**config.mk**
```make
export PLATFORM = sky130hd
export DESIGN_NAME = spfp_programmer
export DESIGN_NICKNAME = d
export VERILOG_FILES = /design/src/rtl/spfp_pkg.sv /design/src/rtl/spfp_programmer.sv
export SDC_FILE = /design/constraint.sdc
export NUM_CORES = 1
export LEC_CHECK = 0
export ABC_CLOCK_PERIOD_IN_PS = 2450
export BUFFER_PORTS_ARGS = -buffer_cell sky130_fd_sc_hd__buf_2
export CAP_MARGIN = 20
export CORE_UTILIZATION = 35
export DETAILED_ROUTE_END_ITERATION = 6
export PLACE_DENSITY = 0.63
export SYNTH_ARGS = -nofsm -noshare
export SYNTH_HDL_FRONTEND = slang
export SYNTH_SLANG_ARGS = --single-unit
```
**constraint.sdc**
```tcl
create_clock -name core_clk -period 2.45 [get_ports core_clk]
set_input_delay 0.245 -clock core_clk [delete_from_list [all_inputs] [get_ports core_clk]]
set_output_delay 0.245 -clock core_clk [all_outputs]
set_load 0.05 [all_outputs]
```
**src/rtl/spfp_pkg.sv**
```systemverilog
// Shared constants and types of the supply-pulse fuse programmer.
// Assumes a 200 MHz core clock and two supply-level comparators outside.
package spfp_pkg;
    // ----------------------------------------
    // Clock and timing
    // ----------------------------------------
    localparam int CLK_PERIOD_PS = 5000;
    // Glitch filter: a level must hold this long before it is believed
    localparam int GLITCH_NS = 2000;
    localparam int GLITCH_CYC = (GLITCH_NS * 1000) / CLK_PERIOD_PS;
    localparam int FILT_W = 10;
    // ----------------------------------------
    // Supply level codes
    // ----------------------------------------
    localparam logic [1:0] LVL_LOW = 2'h0;
    localparam logic [1:0] LVL_MID = 2'h1;
    localparam logic [1:0] LVL_HIGH = 2'h2;
    // ----------------------------------------
    // Register keys, codes and fields
    // ----------------------------------------
    localparam int FIELD_W = 6;
    localparam logic [3:0] KEY_TRIM_UP = 4'h0;
    localparam logic [3:0] KEY_TRIM_DOWN = 4'h1;
    localparam logic [3:0] KEY_FUSE_CHECK = 4'h7;
    localparam logic [3:0] KEY_BLOW_MODE = 4'h9;
    localparam logic [3:0] CNT_MAX = 4'hF;
    localparam logic [5:0] CODE_PRESET = 6'h01;
    localparam logic [5:0] CODE_MAX = 6'h3F;
    localparam logic [5:0] CODE_CHECK_LOW = 6'h07;
    localparam logic [5:0] CODE_CHECK_HIGH = 6'h0F;
    localparam logic [5:0] FIELD_LOCK = 6'h08;
    localparam logic [5:0] FIELD_INIT = 6'h00;
    localparam logic [5:0] FIELD_FIRST = 6'h01;
    // ----------------------------------------
    // Fuse bank: six trim fuses and one lock fuse
    // ----------------------------------------
    typedef struct packed {
        logic [5:0] trim;
        logic lock;
    } spfp_fuse_t;
    localparam spfp_fuse_t FUSE_NONE = '{trim: 6'h00, lock: 1'b0};
endpackage

```
**src/rtl/spfp_programmer.sv**
```systemverilog
// Supply-pulse decoder and fuse programmer of a two-wire magnetic switch.
// Assumes two comparators report the supply against the mid and high
// program levels, a fuse bank reports burned fuses and takes burn strobes,
// and that supply power-up drives nrst.
//
// Overview of operation
// Field code is the binary fuse pattern, bit 0 weighing one.
// Addressed values act on the trim now, permanent only when burned.
// A burned fuse reads set forever; nothing clears it.
// Programmer selects a register: high, some mid pulses, high.
// Mid pulses between the two selection highs form the register key.
// Key zero is sent as no mid pulse between the two highs.
// After selection the device is in Try mode unless Blow key follows.
// Blow key is nine mid pulses then one high pulse.
// Try key 0: up-counting trim, code equals field, 63 gives 111111.
// Try key 1: down-counting trim, field is inverse of code.
// Try key 7: code 7 checks low threshold, code 15 high threshold.
// Blow key 0 addresses trim field, one bit per sequence.
// Blow key 7 code 8 burns lock; lock denies all but fuse check.
// Try mode adds one to the field at each mid pulse fall.
// Try counting stops at the field maximum without wrapping.
// Power cycle drops Try settings; only burned bits remain.
// Trim code is preset to 1 when the final selection high falls.
// Programmer burns: selection, Blow key, address pulses, burn pulse.
// At most one fuse burns per burn pulse; field is one-hot.
// Blow mode: n mid pulses give one-hot bit n minus one.
// Blow field starts at zero before any mid pulse.
// Programmer drives low, mid and high supply levels.
// Burn pulse stays high for at least 90 us.
// Key and code pulses and gaps last at least 20 us.
// Supply level is synchronised, glitch filtered, counted on return.
// After power-up wait idle for a high pulse; mids ignored.
`timescale 1ns/10ps
`default_nettype none
module spfp_programmer #(
    parameter int GLITCH_CYCLES = spfp_pkg::GLITCH_CYC
) (
    input wire logic core_clk,
    input wire logic nrst,
    input wire logic mid_program_level,
    input wire logic high_program_level,
    input wire spfp_pkg::spfp_fuse_t fuse_sense,
    output var spfp_pkg::spfp_fuse_t fuse_burn,
    output logic [5:0] operate_threshold,
    output logic check_low,
    output logic check_high,
    output logic blow_mode,
    output logic seq_done
);
    // ----------------------------------------
    // Level synchroniser and glitch filter
    // ----------------------------------------
    logic [1:0] sync1_r, sync2_r, sync3_r;
    logic [1:0] cand_r, cand_nxt;
    logic [1:0] lvl_r, lvl_nxt;
    logic [1:0] peak_r, peak_nxt;
    logic [9:0] filt_r, filt_nxt;
    logic pulse_end, high_start;
    logic [1:0] raw_lvl;

    function automatic logic [1:0] lvl_code(input logic [1:0] cmp);
        // High comparator wins: mid is also above its threshold then
        if (cmp[1])
            return spfp_pkg::LVL_HIGH;
        else if (cmp[0])
            return spfp_pkg::LVL_MID;
        return spfp_pkg::LVL_LOW;
    endfunction

    // A level counts only while the second and third stages agree
    always_comb
    begin
        raw_lvl = lvl_code(sync3_r);
        cand_nxt = cand_r;
        filt_nxt = filt_r;
        lvl_nxt = lvl_r;
        if (sync2_r != sync3_r || raw_lvl != cand_r)
        begin
            cand_nxt = (sync2_r == sync3_r) ? raw_lvl : cand_r;
            filt_nxt = '0;
        end
        else if (filt_r < 10'(GLITCH_CYCLES - 1))
            filt_nxt = filt_r + 10'h001;
        else
            lvl_nxt = cand_r;
        // Peak seen during the pulse decides its kind
        peak_nxt = peak_r;
        if (lvl_r == spfp_pkg::LVL_LOW)
            peak_nxt = lvl_nxt;
        else if (lvl_nxt == spfp_pkg::LVL_HIGH)
            peak_nxt = spfp_pkg::LVL_HIGH;
    end

    // Pulse ends only on return to low, so a rising edge through mid
    // on the way to high is never taken as a mid pulse
    assign pulse_end = (lvl_r != spfp_pkg::LVL_LOW) &&
        (lvl_nxt == spfp_pkg::LVL_LOW);
    assign high_start = (lvl_r != spfp_pkg::LVL_HIGH) &&
        (lvl_nxt == spfp_pkg::LVL_HIGH);

    always_ff @(posedge core_clk)
    begin
        if (!nrst)
        begin
            sync1_r <= 2'h0;
            sync2_r <= 2'h0;
            sync3_r <= 2'h0;
            cand_r <= spfp_pkg::LVL_LOW;
            lvl_r <= spfp_pkg::LVL_LOW;
            peak_r <= spfp_pkg::LVL_LOW;
            filt_r <= 10'h000;
        end
        else
        begin
            sync1_r <= {high_program_level, mid_program_level};
            sync2_r <= sync1_r;
            sync3_r <= sync2_r;
            cand_r <= cand_nxt;
            lvl_r <= lvl_nxt;
            peak_r <= peak_nxt;
            filt_r <= filt_nxt;
        end
    end

    // ----------------------------------------
    // Programming sequencer
    // ----------------------------------------
    typedef enum logic [5:0] {
        SP_IDLE = 6'b000001,
        SP_KEY = 6'b000010,
        SP_TRY = 6'b000100,
        SP_BLOW = 6'b001000,
        SP_BURN = 6'b010000,
        SP_DONE = 6'b100000
    } spfp_state_t;

    spfp_state_t state_r, state_nxt;
    logic [3:0] cnt_r, cnt_nxt;
    logic [3:0] key_r, key_nxt;
    logic [5:0] code_r, code_nxt;
    logic [5:0] field_r, field_nxt;
    spfp_pkg::spfp_fuse_t burn_r, burn_nxt;
    logic [5:0] trim_r, trim_nxt;
    logic chk_lo_r, chk_lo_nxt, chk_hi_r, chk_hi_nxt;
    logic pm, ph;
    logic blow_r, blow_nxt, done_r, done_nxt;

    always_comb
    begin
        pm = pulse_end && peak_r == spfp_pkg::LVL_MID;
        ph = pulse_end && peak_r == spfp_pkg::LVL_HIGH;
        state_nxt = state_r;
        cnt_nxt = cnt_r;
        key_nxt = key_r;
        code_nxt = code_r;
        field_nxt = field_r;
        burn_nxt = spfp_pkg::FUSE_NONE;
        case (state_r)
            // Mid pulses before the first high are ignored
            SP_IDLE:
                if (ph)
                begin
                    state_nxt = SP_KEY;
                    cnt_nxt = 4'h0;
                end
            SP_KEY:
                if (pm && cnt_r != spfp_pkg::CNT_MAX)
                    cnt_nxt = cnt_r + 4'h1;
                else if (ph)
                begin
                    key_nxt = cnt_r;
                    cnt_nxt = 4'h0;
                    // Lock leaves only the fuse check open
                    if (fuse_sense.lock && cnt_r != spfp_pkg::KEY_FUSE_CHECK)
                        state_nxt = SP_DONE;
                    else
                        state_nxt = SP_TRY;
                    // Trim keys start counting at code 1
                    if (cnt_r == spfp_pkg::KEY_TRIM_UP ||
                        cnt_r == spfp_pkg::KEY_TRIM_DOWN)
                        code_nxt = spfp_pkg::CODE_PRESET;
                    else
                        code_nxt = '0;
                end
            SP_TRY:
                if (pm)
                begin
                    if (cnt_r != spfp_pkg::CNT_MAX)
                        cnt_nxt = cnt_r + 4'h1;
                    if (code_r != spfp_pkg::CODE_MAX)
                        code_nxt = code_r + 6'h01;
                end
                else if (ph)
                begin
                    // Nine mids then high switch to Blow; Try value is dropped
                    if (cnt_r == spfp_pkg::KEY_BLOW_MODE)
                    begin
                        state_nxt = SP_BLOW;
                        field_nxt = spfp_pkg::FIELD_INIT;
                        code_nxt = '0;
                    end
                    else
                        state_nxt = SP_DONE;
                end
            SP_BLOW:
                if (pm)
                    // One-hot shift; a seventh pulse shifts the bit out
                    field_nxt = (field_r == spfp_pkg::FIELD_INIT) ?
                        spfp_pkg::FIELD_FIRST : {field_r[4:0], 1'b0};
                else if (high_start)
                    state_nxt = SP_BURN;
            SP_BURN:
            begin
                // Strobe held only while the supply stays high
                if (lvl_r == spfp_pkg::LVL_HIGH)
                begin
                    if (key_r == spfp_pkg::KEY_TRIM_UP)
                        burn_nxt.trim = field_r;
                    else if (key_r == spfp_pkg::KEY_FUSE_CHECK &&
                        field_r == spfp_pkg::FIELD_LOCK)
                        burn_nxt.lock = 1'b1;
                end
                if (pulse_end)
                begin
                    state_nxt = SP_DONE;
                    burn_nxt = spfp_pkg::FUSE_NONE;
                end
            end
            // Only a power cycle starts a new sequence
            SP_DONE:
                state_nxt = SP_DONE;
            default:
                state_nxt = SP_IDLE;
        endcase
        // Try value sits on top of burned fuses, which always read set
        trim_nxt = fuse_sense.trim;
        if (state_r == SP_TRY && key_r == spfp_pkg::KEY_TRIM_UP)
            trim_nxt = fuse_sense.trim | code_r;
        else if (state_r == SP_TRY && key_r == spfp_pkg::KEY_TRIM_DOWN)
            trim_nxt = fuse_sense.trim | ~code_r;
        chk_lo_nxt = state_r == SP_TRY && key_r == spfp_pkg::KEY_FUSE_CHECK &&
            code_r == spfp_pkg::CODE_CHECK_LOW;
        chk_hi_nxt = state_r == SP_TRY && key_r == spfp_pkg::KEY_FUSE_CHECK &&
            code_r == spfp_pkg::CODE_CHECK_HIGH;
        blow_nxt = state_nxt == SP_BLOW || state_nxt == SP_BURN;
        done_nxt = state_nxt == SP_DONE;
    end

    // Synchronous reset stands in for supply power-up
    always_ff @(posedge core_clk)
    begin
        if (!nrst)
        begin
            state_r <= SP_IDLE;
            cnt_r <= 4'h0;
            key_r <= 4'h0;
            code_r <= 6'h00;
            field_r <= spfp_pkg::FIELD_INIT;
            burn_r <= spfp_pkg::FUSE_NONE;
            trim_r <= 6'h00;
            chk_lo_r <= 1'b0;
            chk_hi_r <= 1'b0;
            blow_r <= 1'b0;
            done_r <= 1'b0;
        end
        else
        begin
            state_r <= state_nxt;
            cnt_r <= cnt_nxt;
            key_r <= key_nxt;
            code_r <= code_nxt;
            field_r <= field_nxt;
            burn_r <= burn_nxt;
            trim_r <= trim_nxt;
            chk_lo_r <= chk_lo_nxt;
            chk_hi_r <= chk_hi_nxt;
            blow_r <= blow_nxt;
            done_r <= done_nxt;
        end
    end

    assign fuse_burn = burn_r;
    assign operate_threshold = trim_r;
    assign check_low = chk_lo_r;
    assign check_high = chk_hi_r;
    assign blow_mode = blow_r;
    assign seq_done = done_r;

    // ----------------------------------------
    // Checks
    // ----------------------------------------
    a_burn_one_hot: assert property (@(posedge core_clk)
        disable iff (!nrst) $onehot0({burn_r.trim, burn_r.lock}))
        else $error("more than one fuse strobed");
    a_burned_reads_set: assert property (@(posedge core_clk)
        disable iff (!nrst)
        $past(nrst) |-> (($past(fuse_sense.trim) & ~trim_r) == 6'h00))
        else $error("burned trim bit not applied");
    a_try_no_wrap: assert property (@(posedge core_clk)
        disable iff (!nrst)
        (state_r == SP_TRY && code_r == spfp_pkg::CODE_MAX && pm) |=>
        code_r == spfp_pkg::CODE_MAX)
        else $error("try code wrapped");
    a_try_step: assert property (@(posedge core_clk)
        disable iff (!nrst)
        (state_r == SP_TRY && code_r != spfp_pkg::CODE_MAX && pm) |=>
        code_r == $past(code_r) + 6'h01)
        else $error("try code not stepped");
    a_preset_one: assert property (@(posedge core_clk)
        disable iff (!nrst)
        (state_r == SP_KEY && ph && cnt_r <= spfp_pkg::KEY_TRIM_DOWN &&
        !fuse_sense.lock) |=> state_r == SP_TRY && code_r == 6'h01)
        else $error("trim code not preset");
    a_lock_denies: assert property (@(posedge core_clk)
        disable iff (!nrst)
        (state_r == SP_KEY && ph && fuse_sense.lock &&
        cnt_r != spfp_pkg::KEY_FUSE_CHECK) |=> ##[0:2] seq_done)
        else $error("locked device accepted register");
    a_blow_start_zero: assert property (@(posedge core_clk)
        disable iff (!nrst)
        (state_r == SP_TRY && ph && cnt_r == spfp_pkg::KEY_BLOW_MODE) |=>
        state_r == SP_BLOW && field_r == 6'h00)
        else $error("blow field not cleared");
    a_blow_shift: assert property (@(posedge core_clk)
        disable iff (!nrst)
        (state_r == SP_BLOW && pm && field_r == 6'h00) |=> field_r == 6'h01)
        else $error("first blow pulse not bit 0");
    a_idle_ignores_mid: assert property (@(posedge core_clk)
        disable iff (!nrst)
        (state_r == SP_IDLE && !ph) |=> state_r == SP_IDLE)
        else $error("idle left without high pulse");
    a_down_inverse: assert property (@(posedge core_clk)
        disable iff (!nrst)
        (state_r == SP_TRY && key_r == spfp_pkg::KEY_TRIM_DOWN &&
        $stable(state_r)) |=> trim_r == (fuse_sense.trim | ~$past(code_r)))
        else $error("down trim not inverted");
endmodule
`default_nettype wire

```
; Word level (Yosys, flattened, before mapping)
; Index checks and enable logic that the tools add are counted.
[op_classes]
add_sub_neg = 3
multipliers = 0
n_div = 0
n_lt_le_gt_ge = 1
eq_ne = 38
shifts = 0
muxes = 40
n_bitwise = 8
reduce_logical = 33
[ops]
columns = cell, count
row1 = 2-to-1 mux 6 bit, 21
row2 = case mux 6 bit (6 select lines), 1
row3 = "== test 6 x 4 -> 1 bit, second input constant", 4
row4 = case mux 6 bit (2 select lines), 2
row5 = "inequality test 2 bit, second input constant", 9
row6 = 2-to-1 mux 4 bit, 4
row7 = 2-to-1 mux 2 bit, 7
row8 = "== test 6 x 3 -> 1 bit, second input constant", 2
row9 = "== test 6 x 5 -> 1 bit, second input constant", 2
row10 = "== test 6 bit, second input constant", 2
row11 = logical AND 1 bit, 12
row12 = bitwise OR 6 bit, 2
row13 = case mux 4 bit (3 select lines), 1
row14 = "adder 10 x 1 -> 10 bit, second input constant", 1
row15 = "less-than comparator 10 x 9 -> 1 bit, second input constant", 1
row16 = OR reduction 5 bit, 2
row17 = "inequality test 3 bit, second input constant", 3
row18 = "== test 4 x 1 -> 1 bit, second input constant", 2
row19 = logical NOT 4 bit, 2
row20 = nonzero test 2 bit, 4
row21 = "adder 6 x 1 -> 6 bit, second input constant", 1
row22 = "== test 2 bit, second input constant", 3
row23 = "== test 6 x 1 -> 1 bit, second input constant", 1
row24 = "== test 6 x 2 -> 1 bit, second input constant", 1
row25 = other kinds (21), 33
[totals]
ff_bits = 65
latch_bits = 0
ramBits = 0
mem_bits_ro = 0
input_bits = 11
out_inout_bits = 17
word_cells = 142
memories = 0

; Longest topological paths before layout
[logic_depth]
word_depth = 14
depth_mapped = 8
ltp_nobuf = 7

; Worst setup path after synthesis
; Ideal clock, no wire load.
[synth_path]
kind = reg-to-reg
startpoint = reg state_r[4]
endpoint = reg code_r[3]
setup_ns = 0.121
t_arrival_ns = 1.723
t_required_ns = 2.329
setup_slack_ns = 0.606
stages_incl_launch_ff = 8
path_buffers = 2
synth_period_minus_slack_ns = 1.844
path_cell_list = dfxtp_1 -> buf_6 -> or4b_4 -> buf_6 -> nor3_2 -> o21ai_0 -> a221oi_1 -> o21ai_1
[synth_between]
elab_chain_len = 3
[synth_lines]
columns = item, line
row1 = "start, declared", spfp_programmer.sv:137  ; spfp_state_t state_r, state_nxt;
row2 = "start signal, assigned", spfp_programmer.sv:268  ; state_r <= state_nxt;
row3 = == test 6 x 3 -> 1 bit / == test 6 x 2 -> 1 bit (equally long branches), spfp_programmer.sv:158  ; case (state_r)
row4 = inequality test 3 bit (no line) (tied with other cells), n/a
row5 = AND reduction 6 bit (no line), n/a
row6 = "end signal, assigned", spfp_programmer.sv:271  ; code_r <= code_nxt;
row7 = "end, declared", spfp_programmer.sv:140  ; logic [5:0] code_r, code_nxt;
; Several ways; a longest one is shown, not always the timed one.
; A chain may end at the register's enable or synchronous reset.

; Worst setup path in the final report
[layout_path]
startpoint = reg filt_r[4]
endpoint = reg burn_r, in the netlist fuse_burn[0]
[layout_between]
elab_chain_len = 6
[layout_lines]
columns = item, line
row1 = "start, declared", spfp_programmer.sv:57  ; logic [9:0] filt_r, filt_nxt;
row2 = "start signal, assigned", spfp_programmer.sv:121  ; filt_r <= filt_nxt;
row3 = less-than comparator 10 x 9 -> 1 bit, spfp_programmer.sv:82  ; else if (filt_r < 10'(GLITCH_CYCLES - 1))
row4 = 2-to-1 mux 2 bit, spfp_programmer.sv:82
row5 = 2-to-1 mux 2 bit, spfp_programmer.sv:77  ; if (sync2_r != sync3_r || raw_lvl != cand_r)
row6 = logical NOT 2 bit, spfp_programmer.sv:97  ; (lvl_nxt == spfp_pkg::LVL_LOW);
row7 = logical AND 1 bit, spfp_programmer.sv:96  ; assign pulse_end = (lvl_r != spfp_pkg::LVL_LOW) &&
row8 = OR reduction 5 bit (no line), n/a
row9 = "end signal, assigned", spfp_programmer.sv:259  ; burn_r <= spfp_pkg::FUSE_NONE;
row10 = "end signal, assigned", spfp_programmer.sv:273  ; burn_r <= burn_nxt;
row11 = "end, declared", spfp_programmer.sv:142  ; spfp_pkg::spfp_fuse_t burn_r, burn_nxt;
; Every way passes these cells.

==> metrics <==
critical path class=reg -> reg; total power=around 2.2 mW; Reg area=~1300 um2; Hold WS=between 0.09 and 0.1 ns; area occupied by multi-input gates=roughly 1700 um2; remaining global-route overflow=0; Async SR Flop Fraction=0; Min-Delay Endpoint=sync1_r[0]$_SDFF_PN0_; post-route ant nets=0; Peak VDD IR=0.327 mV; worst-margin pin slew=between 0.5 and 0.6 ns; Root Buffer=clkbuf_8; outcome=finished clean; CTS Buf Count=9; final wirelength=just under 7000 um; critical path peak fanout=8; post-synthesis compound-gate area fraction=0.141; Sink Count=65; CTS tree=done; Ys Warns=0; hold_sp=mid_program_level; Setup TNS=0 ns; synth top area cells=dfxtp_1 (42%), nand2_1 (6.2%), mux2i_1 (5.8%), o21ai_0 (3.2%), nor2_1 (3.0%); register bit count reported by yosys=65; Hold Vio Cnt, Final=0; Ant. Diodes=0; mux share of post-synthesis cell area=0.0583; Final period util=0.864; core area=around 8400 um2; PD cells=approximately 620 nW/um2; final setup vio count=0; adder-cell share of the synthesized area=0.0202; area leader, netlist=dfxtp_1; detailed placement HPWL=between 4000 and 5000 um; Initial Utilization=0.369; Post-synth EDFFs=0; post_cts resized=0; ys flop type=dfxtp_1; placed insts=about 480; R2R setup slack=roughly 0.33 ns; reg2reg path depth=5; Worst-Skew Late Latency=around 0.35 ns; cell count after synthesis=362; Total Routing Usage GR=0.162; post-synth top area share=0.421; clk_skew=roughly 0.0073 ns; pin count of the biggest net entering global routing=30; sequential area share after synthesis=0.421; Max Freq=approximately 470 MHz; syn_nets=~380; Cell variety after synth=between 50 and 60; share of cells above drive strength 1=0.160; Clock Path Buffers=2; worst hold stages=2; Final nets=just over 400; initial antenna violation count=0; total setup buffers inserted after CTS=0; largest family of logic cells by synthesized area=simple AND/OR/NAND/NOR gates; Mapped Area=3090 um2; unrepaired setup endpoints after global routing=no; die span in y=96.0 um; Filler cells=834; Slew Limit Fails=0; Worst Path Arrival=between 2 and 2.5 ns; non-filler cells, final=roughly 500; Via Count=2,634; die area=around 9200 um2; first-pass GRT wire length=11,300 um; Slew Limit Headroom=0.608; first drt pass iteration count=4; Std-Cell Rows=33; Area after DPL=around 3300 um2; vias in the first global route=about 2,400; fin crit period=between 2 and 2.5 ns; HP Class=in -> reg; cell area after layout=roughly 3500 um2; via/cell ratio=around 5.3; # port buffers=27; Worst R2R Start=filt_r[4]$_SDFFE_PP0P_; xor/xnor share of the synthesized area=0.0312; P_leak=roughly 1.4 nW; Area Overhead vs Synth=14.2%; Worst Setup End Kind=flip-flop; Post-Synth Simple-Gate Area=0.290; Max Cap Viol=0; Die Wd=roughly 96 um; Top Ports=28; Worst R2R End=fuse_burn[0]$_SDFF_PP0_; DRC viols=0; CP required=2.68 ns; CP startpoint kind=flip-flop; CTS clk-pin slew, worst paths=0.07 ns; RePlAce Congestion=slightly above 0.8; WL/cell=~14 um; Post-CTS Hold Buffers=0; syn avg cell area=~8.5 um2; H-tree level count=3; Starting DRT DRC Count=between 150 and 200
-- cell usage after synthesis (4+ instances only) --
master,number
nand2_1,51
nand3_1,18
clkbuf_1,8
o21a_1,8
a21oi_1,12
nor2b_1,6
dfxtp_1,65
mux2i_1,18
xnor2_1,8
nor3_1,15
nand2b_1,4
nor2_1,25
o21ai_0,20
nand4_1,7
buf_2,5
ha_1,5
inv_1,8
and2_1,12
nor4_1,7
-- cell families (layout without fill, tap and decap cells) --
kind of cell / after synthesis / after routing
simple gates: 171 / 171
compound gates: 67 / 67
flops: 65 / 65
buf+inv: 25 / 57
mux: 18 / 18
xor+xnor: 11 / 11
fa+ha+maj: 5 / 5
-- cells in the final DEF, fill, tap and decap left out, drive strengths merged, types with 9 or more instances in the layout --
cell type / instances
o21ai: 21
dfxtp: 65
inv: 9
mux2i: 18
and2: 12
clkbuf: 9
nor2: 28
nand3: 18
buf: 33
nor3: 17
nand2: 52
a21oi: 12
-- layout make-up --
| type | count | share of cell area |
|---|---|---|
| clock buffer | 9 | 0.0351 |
| clock inverter | 7 | 0.0266 |
| inverter | 8 | 0.00850 |
| multi-input combinational | 272 | 0.473 |
| sequential | 65 | 0.368 |
| tap | 105 | 0.0372 |
| timing repair buffer | 33 | 0.0510 |
-- layer usage --
metal  part of all wire  routed length, um  vias up  GRT usage
met5                  0                  0        -          0
met4              0.012                 79        0     0.0609
met3              0.059                406        7     0.0490
met2               0.43               2950       78      0.249
met1               0.50               3390     1209      0.212
li1                   -                  -     1340          -
-- registers in the layout, summed over array words and instances, names as in the netlist, 4 cells and up --
signal	cells
cnt_r	4
code_r	6
field_r	6
filt_r	10
fuse_burn	7
key_r	4
operate_threshold	6
state_r	6
-- metrics by stage --
step,setup slack [ns],util
final,0.333,0.421
after global routing,0.156,0.421
after CTS,0.323,0.421
after detailed placement,0.419,0.395
after global placement,0.413,0.395
after floorplan,0.606,-
-- how the worst max path moves through the flow --
stage                           startpoint                       to  slack (ns)  depth (start not counted)
floorplan            state_r[4]$_SDFF_PN0_   code_r[3]$_SDFFE_PN0P_        0.61                          7
global placement    cand_r[0]$_SDFFE_PN0P_  fuse_burn[0]$_SDFF_PP0_        0.41                          5
detailed placement  cand_r[0]$_SDFFE_PN0P_  fuse_burn[0]$_SDFF_PP0_        0.42                          5
CTS                 filt_r[4]$_SDFFE_PP0P_  fuse_burn[0]$_SDFF_PP0_        0.32                          5
global route        filt_r[4]$_SDFFE_PP0P_  fuse_burn[0]$_SDFF_PP0_        0.16                          5
finish              filt_r[4]$_SDFFE_PP0P_  fuse_burn[0]$_SDFF_PP0_        0.33                          5
-- worst max-delay path, cell delays in order, from the launching register on --
cell,delay (ns)
dfxtp_1,0.34
nor4_1,0.42
a21o_1,0.35
a211o_1,0.33
nand2_1,0.18
nor4_1,0.38
-- power breakdown --
group / switching (mW) / total, mW / internal, mW
clock network: 0.442 / 1.01 / 0.572
logic: 0.0583 / 0.0851 / 0.0269
registers: 0.00788 / 1.08 / 1.07
total: 0.508 / 2.18 / 1.67
Power figures use the tool's default switching activity.
